File: config.mk
export PLATFORM = sky130hd
export DESIGN_NAME = ccr_comparator_control
export DESIGN_NICKNAME = d
export VERILOG_FILES = /design/src/core/ccr_pkg.sv /design/src/core/ccr_sync.sv /design/src/core/ccr_comparator_control.sv
export SDC_FILE = /design/constraint.sdc
export NUM_CORES = 1
export LEC_CHECK = 0
export CAP_MARGIN = 20
export CORE_AREA = 2 2 88 90
export CTS_CLUSTER_DIAMETER = 60
export DETAILED_ROUTE_END_ITERATION = 6
export DIE_AREA = 0 0 90 92
export DONT_BUFFER_PORTS = 1
export GPL_ROUTABILITY_DRIVEN = 0
export PLACE_DENSITY = 0.47
export SLEW_MARGIN = 20
export SYNTH_ARGS = -nofsm -noshare
export SYNTH_HDL_FRONTEND = slang
export SYNTH_SLANG_ARGS = --single-unit
File: constraint.sdc
create_clock -name clk_in -period 1.47 [get_ports clk_in]
set_input_delay 0.3675 -clock clk_in [delete_from_list [all_inputs] [get_ports clk_in]]
set_output_delay 0.3675 -clock clk_in [all_outputs]
set_load 0.005 [all_outputs]
File: src/core/ccr_pkg.sv
// package: register map, field layout, reset values and types of the comparator control block
package ccr_pkg;

  localparam int ADDR_W = 3;
  localparam int DATA_W = 8;

  // register offsets
  localparam logic [2:0] OFS_CONTROL = 3'h0;
  localparam logic [2:0] OFS_INPUT_SELECT = 3'h2;
  localparam logic [2:0] OFS_REFERENCE = 3'h4;
  localparam logic [2:0] OFS_INT_ENABLE = 3'h6;
  localparam logic [2:0] OFS_STATUS = 3'h7;

  // comparator_control fields
  localparam int CTL_ENABLE_BIT = 0;
  localparam int CTL_HYST_LSB = 1;
  localparam int CTL_LOW_POWER_BIT = 3;
  localparam int CTL_EDGE_LSB = 4;
  localparam int CTL_PAD_EN_BIT = 6;
  localparam int CTL_RUN_STBY_BIT = 7;

  // input_select fields
  localparam int SEL_NEG_LSB = 0;
  localparam int SEL_POS_LSB = 3;
  localparam int SEL_INVERT_BIT = 7;
  localparam logic [7:0] SEL_WRITE_MASK = 8'h9B;

  // interrupt_enable and comparator_status fields
  localparam int IEN_IRQ_BIT = 0;
  localparam int STS_FLAG_BIT = 0;
  localparam int STS_STATE_BIT = 4;

  // reset values
  localparam logic [7:0] RST_CONTROL = 8'h00;
  localparam logic [7:0] RST_INPUT_SELECT = 8'h00;
  localparam logic [7:0] RST_REFERENCE = 8'hFF;
  localparam logic [7:0] RST_INT_ENABLE = 8'h00;

  // edge mode encodings
  localparam logic [1:0] EDGE_ANY = 2'h0;
  localparam logic [1:0] EDGE_RESERVED = 2'h1;
  localparam logic [1:0] EDGE_FALLING = 2'h2;
  localparam logic [1:0] EDGE_RISING = 2'h3;

  // negative select code that picks the internal reference level
  localparam logic [1:0] NEG_REFERENCE = 2'h3;

  // synchronizer stages ahead of the state flop; with that flop the delay is three cycles
  localparam int SYNC_STAGES = 2;

  typedef enum logic [1:0] {
    CCR_ACTIVE,
    CCR_IDLE,
    CCR_STANDBY,
    CCR_POWER_DOWN
  } ccr_sleep_e;

  typedef struct packed {
    logic [SYNC_STAGES-1:0] stage;
  } ccr_sync_s;

  typedef struct packed {
    logic [7:0] control;
    logic [7:0] input_select;
    logic [7:0] reference_level;
    logic [7:0] interrupt_enable;
    logic flag;
    logic state;
    logic [7:0] rdata;
    logic irq;
    logic event_level;
    logic pad;
    logic pad_oe;
    logic core_enable;
  } ccr_state_s;

endpackage : ccr_pkg

File: src/core/ccr_sync.sv
// two-flop level synchronizer for the raw comparator output
`timescale 1ns/100ps
`default_nettype none
module ccr_sync (
  input wire logic clk_in,
  input wire logic sys_rst_in,
  input wire logic async_in,
  output logic sync_out
);

  ccr_pkg::ccr_sync_s q;
  ccr_pkg::ccr_sync_s next_q;

  // the first stage feeds only the second stage
  always_comb begin
    next_q = q;
    next_q.stage = {q.stage[ccr_pkg::SYNC_STAGES-2:0], async_in};
  end

  always_ff @(posedge clk_in) begin
    if (sys_rst_in) begin
      q <= '0;
    end else begin
      q <= next_q;
    end
  end

  assign sync_out = q.stage[ccr_pkg::SYNC_STAGES-1];

  // a single stage would let a metastable level reach the edge detector
  if (ccr_pkg::SYNC_STAGES < 2) begin : g_bad_stages
    $error("synchronizer needs at least two stages");
  end

endmodule : ccr_sync
`default_nettype wire

File: src/core/ccr_comparator_control.sv
// comparator control and status registers with edge interrupt and sleep gating
// Notes on behaviour
// [RL1] flag sets on each comparator output edge of the selected kind
// [RL2] interrupt request is high while enable bit and flag are both set
// [RL3] writing one to status bit 0 clears the flag; zero leaves it
// [RL4] edge mode: 0 any edge, 1 reserved, 2 falling only, 3 rising only
// [RL5] idle sleep behaves exactly like active mode
// [RL6] standby halts the comparator unless run in standby is set
// [RL7] in standby with run in standby, flag and state are frozen
// [RL8] power-down disables comparator and pad output
// [RL9] comparator operates only while control bit 0 is one
// [RL10] control bit 6 drives the comparator output onto the pad
// [RL11] control bits 2:1 select none, small, medium or large hysteresis
// [RL12] control bit 3 puts the core in its low-current slower setting
// [RL13] input select bit 7 inverts the output before every consumer
// [RL14] input select bits 4:3 route positive pin 0 to 3
// [RL15] bits 1:0 route negative pins 0 to 2, or reference level at 3
// [RL16] reference level resets to 0xFF and drives the internal divider
// [RL17] interrupt enable bit 0 permits the interrupt request
// [RL18] status bit 4 shows the output after a three-cycle synchronizer
// [RL19] edges found by clock sampling; reserved edge mode gives no interrupt
// [RL20] reserved offsets and bits read zero and ignore writes
//
// Chosen here: the address-and-strobe port.
`timescale 1ns/100ps
`default_nettype none
module ccr_comparator_control (
  input wire logic clk_in,
  input wire logic sys_rst_in,
  input wire logic [2:0] reg_addr_in,
  input wire logic [7:0] reg_wdata_in,
  input wire logic reg_wr_in,
  input wire logic reg_rd_in,
  output logic [7:0] reg_rdata_out,
  input wire ccr_pkg::ccr_sleep_e sleep_mode_in,
  input wire logic comparator_raw_in,
  output logic core_enable_out,
  output logic [1:0] hysteresis_select_out,
  output logic low_power_setting_out,
  output logic [1:0] positive_input_select_out,
  output logic [1:0] negative_input_select_out,
  output logic reference_select_out,
  output logic [7:0] reference_level_value_out,
  output logic irq_out,
  output logic event_out,
  output logic pad_out,
  output logic pad_oe_out
);

  ccr_pkg::ccr_state_s q;
  ccr_pkg::ccr_state_s next_q;

  logic sync_level;
  logic state_now;
  logic clk_live;
  logic running;
  logic rise;
  logic fall;
  logic edge_hit;
  logic flag_clear;
  logic [1:0] edge_mode;
  logic [1:0] neg_sel;

  ccr_sync u_sync (
    .clk_in(clk_in),
    .sys_rst_in(sys_rst_in),
    .async_in(comparator_raw_in),
    .sync_out(sync_level)
  );

  always_comb begin
    next_q = q;
    edge_mode = q.control[ccr_pkg::CTL_EDGE_LSB +: 2];
    // peripheral clock stops in standby, so sampled status must hold still there
    clk_live = (sleep_mode_in != ccr_pkg::CCR_STANDBY); // RL5 RL7
    running = q.control[ccr_pkg::CTL_ENABLE_BIT] // RL9
      && (sleep_mode_in != ccr_pkg::CCR_POWER_DOWN) // RL8
      && !((sleep_mode_in == ccr_pkg::CCR_STANDBY) && !q.control[ccr_pkg::CTL_RUN_STBY_BIT]); // RL6
    state_now = sync_level ^ q.input_select[ccr_pkg::SEL_INVERT_BIT]; // RL13
    rise = state_now && !q.state; // RL19
    fall = !state_now && q.state; // RL19
    edge_hit = 1'b0;
    if (running && clk_live) begin
      unique case (edge_mode)
        ccr_pkg::EDGE_ANY: edge_hit = rise || fall; // RL4
        ccr_pkg::EDGE_RESERVED: edge_hit = 1'b0; // RL19
        ccr_pkg::EDGE_FALLING: edge_hit = fall; // RL4
        ccr_pkg::EDGE_RISING: edge_hit = rise; // RL4
      endcase
    end
    flag_clear = reg_wr_in && (reg_addr_in == ccr_pkg::OFS_STATUS)
      && reg_wdata_in[ccr_pkg::STS_FLAG_BIT]; // RL3

    // register writes; reserved offsets fall through untouched
    if (reg_wr_in) begin
      unique case (reg_addr_in)
        ccr_pkg::OFS_CONTROL: next_q.control = reg_wdata_in;
        ccr_pkg::OFS_INPUT_SELECT: next_q.input_select = reg_wdata_in & ccr_pkg::SEL_WRITE_MASK; // RL20
        ccr_pkg::OFS_REFERENCE: next_q.reference_level = reg_wdata_in; // RL16
        ccr_pkg::OFS_INT_ENABLE: begin
          next_q.interrupt_enable = 8'h00;
          next_q.interrupt_enable[ccr_pkg::IEN_IRQ_BIT] = reg_wdata_in[ccr_pkg::IEN_IRQ_BIT]; // RL17 RL20
        end
        default: next_q.control = q.control; // RL20
      endcase
    end

    // the state bit tracks the comparator even while disabled so enabling raises no false edge
    if (clk_live) begin
      next_q.state = state_now; // RL18
      next_q.flag = (q.flag && !flag_clear) || edge_hit; // RL1 RL3
    end else begin
      next_q.state = q.state; // RL7
      next_q.flag = q.flag; // RL7
    end
    next_q.irq = next_q.interrupt_enable[ccr_pkg::IEN_IRQ_BIT] && next_q.flag; // RL2 RL17

    // event and pad follow the live level, also in standby when kept running
    next_q.core_enable = running; // RL6 RL8 RL9
    next_q.event_level = running && state_now; // RL6 RL13
    next_q.pad_oe = running && q.control[ccr_pkg::CTL_PAD_EN_BIT]; // RL8 RL10
    next_q.pad = running && q.control[ccr_pkg::CTL_PAD_EN_BIT] && state_now; // RL10 RL13

    // read data stand only in the cycle after the read strobe
    next_q.rdata = 8'h00;
    if (reg_rd_in) begin
      unique case (reg_addr_in)
        ccr_pkg::OFS_CONTROL: next_q.rdata = q.control;
        ccr_pkg::OFS_INPUT_SELECT: next_q.rdata = q.input_select;
        ccr_pkg::OFS_REFERENCE: next_q.rdata = q.reference_level;
        ccr_pkg::OFS_INT_ENABLE: next_q.rdata = q.interrupt_enable;
        ccr_pkg::OFS_STATUS: begin
          next_q.rdata[ccr_pkg::STS_FLAG_BIT] = q.flag;
          next_q.rdata[ccr_pkg::STS_STATE_BIT] = q.state; // RL18
        end
        default: next_q.rdata = 8'h00; // RL20
      endcase
    end
  end

  always_ff @(posedge clk_in) begin
    if (sys_rst_in) begin
      q <= '0;
      q.control <= ccr_pkg::RST_CONTROL;
      q.input_select <= ccr_pkg::RST_INPUT_SELECT;
      q.reference_level <= ccr_pkg::RST_REFERENCE; // RL16
      q.interrupt_enable <= ccr_pkg::RST_INT_ENABLE;
    end else begin
      q <= next_q;
    end
  end

  // analog settings come straight from the register flops
  assign neg_sel = q.input_select[ccr_pkg::SEL_NEG_LSB +: 2];
  assign reg_rdata_out = q.rdata;
  assign core_enable_out = q.core_enable;
  assign hysteresis_select_out = q.control[ccr_pkg::CTL_HYST_LSB +: 2]; // RL11
  assign low_power_setting_out = q.control[ccr_pkg::CTL_LOW_POWER_BIT]; // RL12
  assign positive_input_select_out = q.input_select[ccr_pkg::SEL_POS_LSB +: 2]; // RL14
  assign negative_input_select_out = neg_sel; // RL15
  assign reference_select_out = q.input_select[ccr_pkg::SEL_NEG_LSB + 1] && q.input_select[ccr_pkg::SEL_NEG_LSB]; // RL15
  assign reference_level_value_out = q.reference_level; // RL16
  assign irq_out = q.irq;
  assign event_out = q.event_level;
  assign pad_out = q.pad;
  assign pad_oe_out = q.pad_oe;
endmodule : ccr_comparator_control
`default_nettype wire

==> reports/metrics.yaml, run 1 <==
drtIter0Drc: 103
p_per_area_mw_per_mm2: 1060
dieWidth_um: 90
setup_viol: 0
path_buf_inv: 1
dp_hpwl_um: 2930
grt_pass1_wl_um: 6640
finalPower_mw: 1.92
finalNonFillerCells: 267
synth_fp_nets: 204
fin_skew_ns: 0.00702
regToRegSetupSlack_ns: 0.1
netlist.area_leader.share: 0.434
gr-usage-all-layers: 0.103
yosys.area.top_type: "dfxtp_1"
async_flop_share: 0
fp.dieH_um: 92
synth_cell_types: 38
synth_cells: 184
fin_setup_tns_ns: 0
setup.worst_path.end_class: "register"
hp-class: "primary input to register"
switchingPower_uw: 448
yosys_warnings: 0
synth_area_mm2: 0.00180
dpl_worst_slack_ns: 0.0437
ir_drop_mv: 0.275
grt_overflow: 0
multi_input_area_um2: 764
antenna_found_initial: 0
syn_avg_cell_area_um2: 9.77
total_leakage_power_nw: 0.638
wl_per_cell_um: 15.3
drt_first_pass_iters: 4
regArea_um2: 782
yosysMostFrequentCell: "dfxtp_1"
path_clk_slew_ns: 0.08
ios: 47
antenna-diode-count: 0
hold-worst-slack_ns: 0.130
cts.sinks: 39
ys_top_cells_by_area: "dfxtp_1 (43%), buf_4 (10%), mux2i_1 (6.7%)"
fin_crit_sh: 0.932
arrival_ns: 1.54
cts-root-buf: "clkbuf_8"
drive_gt1_frac: 0.121
worstSetupStartpoint: "u_sync.q[1]"
yosysSeqAreaShare: 0.434
maxCapViolCount: 0
clockBufferDepth: 2
ctsHoldBuffers: 0
io_buffers: 0
synth_seq_cells: 39
critical-path-top-delay-family: "flip-flops"
finalNetCount: 184
initial_core_util: 0.241
cts_htree_levels: 2
vias_per_cell: 4.36
worst_pin_slew_ns: 0.383
p_sw_frac: 0.233
grt_pass1_vias: 1160
antenna_left: 0
synth_ff_type: "dfxtp_1"
rsz0062_at_grt: "no"
cts_made_buffers: 5
setup.worst_path.start_class: "register"
fillerInstances: 836
drc: 0
cp_slowest_stage_delay_ns: 0.35
fmax_mhz: 730
die-area_mm2: 0.00828
cts-resized-gates: 0
status: "finished clean"
grt_max_degree: 30
hold_viol_final: 0
crit_chain: "xor2_2, inv_1, ha_1, and2_1, o211ai_1, a311oi_1"
synth-edff-count: 0
cp_data_required_time_ns: 1.64
cts_tree: "done"
coreArea_mm2: 0.00745
critical_path_class: "register to register"
yosys-top-cells-count: "dfxtp_1 (39), buf_4 (24), nand2_1 (18), mux2i_1 (12), nor2_1 (12)"
clk_latency_ns: 0.29
power_frac_clock: 0.371
vias: 1163
drv_slew: 0
cp_max_fo: 3
rows: 32
pwr-share-comb: 0.057
dpl.cell_count: 259
pwr-share-seq: 0.573
power.internal_mw: 1.48
worst_hold_startpoint: "sys_rst_in"
slew_headroom: 0.741
timing.rr.start: "u_sync.q[1]"
synthToLayoutAreaGrowth_pct: 0.766
cts_setup_buffers: 0
fin_crit_ns: 1.37
setup_ws_ns: 0.0996
cpMaxStageDelayCell: "dfxtp_1"
routed_wl_um: 4090
-- metal layers --
layer | share of wire | global-route usage | up-vias
li1 | - | - | 570
met1 | 0.43 | 0.121 | 555
met2 | 0.48 | 0.167 | 30
met3 | 0.073 | 0.0427 | 8
met4 | 0.018 | 0.0423 | 0
met5 | 0 | 0 | -
-- logic make-up after synthesis --
family                   count (synthesis)  synth area share
AND/OR/NAND/NOR                         64             0.205
flip-flops                              39             0.434
buffers and inverters                   36             0.145
AO/OA/AOI/OAI                           28             0.110
multiplexers                            14            0.0877
adder cells (fa/ha/maj)                  2            0.0139
XOR/XNOR                                 1           0.00487
-- cell type report --
| cell class | count | area share |
|---|---|---|
| clock buffers | 6 | 0.0401 |
| clock inverters | 2 | 0.00691 |
| well taps | 102 | 0.0704 |
| multi-input cells | 109 | 0.422 |
| flip-flops and latches | 39 | 0.432 |
| repair buffers | 5 | 0.0207 |
| inverters | 4 | 0.00829 |
-- final timing paths --
path	endpoint	cells after the start
setup reg to reg	irq_out	6
hold / removal	edge_mode[0]	1
hold reg to reg	u_sync.q[1]	1
setup / recovery	irq_out	6
-- placed cells by master (no fill, tap or decap), types with 4 or more instances in the layout --
master	n
nor2b_1	10
a211o_1	8
buf_4	5
inv_1	4
clkbuf_8	5
nor2_1	12
and2_1	4
nand2_1	18
dfxtp_1	38
a21oi_1	11
nand2b_1	4
mux2i_1	12
-- through the flow --
stage / util / instance area (um2)
after detailed placement: 0.231 / 1720
after floorplan: - / 1800
after global routing: 0.243 / 1810
final: 0.243 / 1810
after CTS: 0.242 / 1800
after global placement: 0.231 / 1720
-- sequential cells by signal (all words and copies together) (netlist names), 2 cells and up --
register	cells
reference_level_value_out	8
edge_mode	2
positive_input_select_out	2
hysteresis_select_out	2
negative_input_select_out	2
u_sync.q	2
q	7
reg_rdata_out	8
-- power groups by stage --
stage	Combinational (mW)	Sequential (mW)	Clock [mW]
2_1_floorplan	0.147	1.12	0
3_3_place_gp	0.109	1.13	0
3_5_place_dp	0.110	1.13	0
4_1_cts	0.110	1.10	0.751
5_1_grt	0.122	1.11	0.800
6_report	0.109	1.10	0.714
Power figures use the tool's default switching activity.
==> inputs of run 2 (changes only) <==
==> constraint.sdc (replaced) <==
create_clock -name clk_in -period 1.15 [get_ports clk_in]
set_input_delay 0.2875 -clock clk_in [delete_from_list [all_inputs] [get_ports clk_in]]
set_output_delay 0.2875 -clock clk_in [all_outputs]
set_load 0.005 [all_outputs]
==> run 2 against run 1 <==
Utilization up 0.77 points; the run now ends with negative setup slack left; wire length shrank 1.2%; global-route usage down 0.22 points; via count increased by 0.77%; non-clock buffer count is 6 higher; cell count up 1.5%; sequential share of layout area down 1.1 points.
==> reports/metrics.yaml, run 2 (synthesis gave the netlist of run 1 again) <==
dp_hpwl_um: 2960  # +0.89%
clockBufferDepth: 2  # unchanged
fmax_mhz: 761  # +4.3%
drv_slew: 0  # unchanged
violations: "negative setup slack"
finalNonFillerCells: 271  # +1.5%
path_clk_slew_ns: 0.07  # about the same
multi_input_area_um2: 782  # +2.3%
worst_pin_slew_ns: 0.295  # -0.0881 ns
arrival_ns: 1.51  # -0.03 ns
wl_per_cell_um: 14.9  # -2.6%
rows: 32  # unchanged
slew_headroom: 0.802  # +0.0605
setup.worst_path.start_class: "register"
setup_viol: 2  # +2
rsz0062_at_grt: "yes"
drc: 0  # unchanged
synthToLayoutAreaGrowth_pct: 3.97
drive_gt1_frac: 0.178  # +0.0563
dpl.cell_count: 264  # +1.9%
setup.worst_path.end_class: "register"
routed_wl_um: 4040  # -1.2%
status: "finished with violations"
ios: 47  # unchanged
ir_drop_mv: 0.339  # +23%
vias: 1172  # +0.77%
fin_crit_ns: 1.31  # -0.0569 ns
fin_crit_sh: 1.14  # +0.210
vias_per_cell: 4.32  # -0.71%
coreArea_mm2: 0.00745  # unchanged
hp-class: "primary input to register"
regArea_um2: 786  # +0.48%
cp_data_required_time_ns: 1.35  # -0.29 ns
maxCapViolCount: 0  # unchanged
critical_path_class: "register to register"
hold_viol_final: 0  # unchanged
io_buffers: 0  # unchanged
finalPower_mw: 2.41  # +25%
gr-usage-all-layers: 0.101  # -0.00217
drt_first_pass_iters: 4  # unchanged
cts_htree_levels: 2  # unchanged
antenna-diode-count: 0  # unchanged
drtIter0Drc: 82  # -20%
cts-root-buf: "clkbuf_8"
grt_pass1_vias: 1159  # -0.086%
setup_ws_ns: -0.164  # -0.263 ns
grt_pass1_wl_um: 6460  # -2.7%
grt_overflow: 0  # unchanged
clk_latency_ns: 0.28  # about the same
total_leakage_power_nw: 0.686  # +7.4%
final_common_cell: "dfxtp_1"
antenna_found_initial: 0  # unchanged
cp_max_fo: 3  # unchanged
cts.sinks: 39  # unchanged
dieWidth_um: 90  # unchanged
final_cell_mix: "dfxtp_1 (35), nand2_1 (18), mux2i_1 (12), nor2_1 (12), a21oi_1 (11)"
fp.dieH_um: 92  # unchanged
fin_skew_ns: 0.00253  # -0.00449 ns
finalNetCount: 190  # +3.3%
die-area_mm2: 0.00828  # unchanged
initial_core_util: 0.241  # unchanged
fillerInstances: 859  # +2.8%
grt_max_degree: 30  # unchanged
antenna_left: 0  # unchanged
cts_made_buffers: 5  # unchanged
cts_tree: "done"
p_per_area_mw_per_mm2: 1290  # +21%
==> run 2: cell count changes in the layout (fill, tap and decap cells not counted), sizes merged <==
cell,previous run,this run
buf,5,11
clkinv,1,0
clkinvlp,1,0
==> run 2: cell type report <==
class,instances,area share
well taps,102,0.0683
multi-input cells,109,0.418
repair buffers,11,0.0462
inverters,4,0.00803
clock buffers,6,0.0388
flip-flops and latches,39,0.420
==> run 2: final timing paths <==
kind                                  start      endpoint  slack (ns)  cells past startpoint
worst min-delay path             sys_rst_in  edge_mode[1]        0.07                      1
worst min register to register  u_sync.q[0]   u_sync.q[1]        0.44                      1
worst max register to register        q[38]       irq_out       -0.16                      5
worst max-delay path                  q[38]       irq_out       -0.16                      5
==> run 2: per-layer routing <==
metal	global-route usage	vias to the layer above	share of wire
met5	0	-	0
met4	0.0423	0	0.020
met3	0.0337	7	0.061
met2	0.166	32	0.48
met1	0.121	556	0.44
li1	-	577	-
==> run 2: per-stage QoR <==
| step | util | setup WS (ns) | hold WS [ns] | TNS, ns | area [um2] |
|---|---|---|---|---|---|
| 2_1_floorplan | - | -0.142 | 0.405 | -1.17 | 1820 |
| 3_3_place_gp | 0.239 | -0.157 | 0.361 | -0.903 | 1780 |
| 3_5_place_dp | 0.239 | -0.176 | 0.363 | -1.01 | 1780 |
| 4_1_cts | 0.251 | -0.176 | 0.0551 | -0.351 | 1870 |
| 5_1_grt | 0.251 | -0.250 | 0.0438 | -0.509 | 1870 |
| 6_report | 0.251 | -0.164 | 0.0662 | -0.313 | 1870 |
==> run 2: critical path, stage by stage, from the launching register on <==
cell,delay [ns]
dfxtp_2,0.35
xor2_2,0.18
ha_1,0.26
nor2_1,0.09
o211ai_1,0.11
a311oi_1,0.24
==> run 2: power breakdown <==
part	leakage (nW)	switching, mW	internal (mW)	total [mW]
registers	0.318	0.0255	1.38	1.41
clock network	0.0371	0.439	0.404	0.844
logic	0.330	0.0638	0.0950	0.159
==> run 2: what timing repair did <==
| action | in CTS | in global routing |
|---|---|---|
| hold buffers | 0 | 0 |
| gates resized for setup | 4 | 2 |
| setup endpoints to repair | 3 | 5 |
| pin swaps | 3 | 3 |
| setup buffers | 1 | 0 |
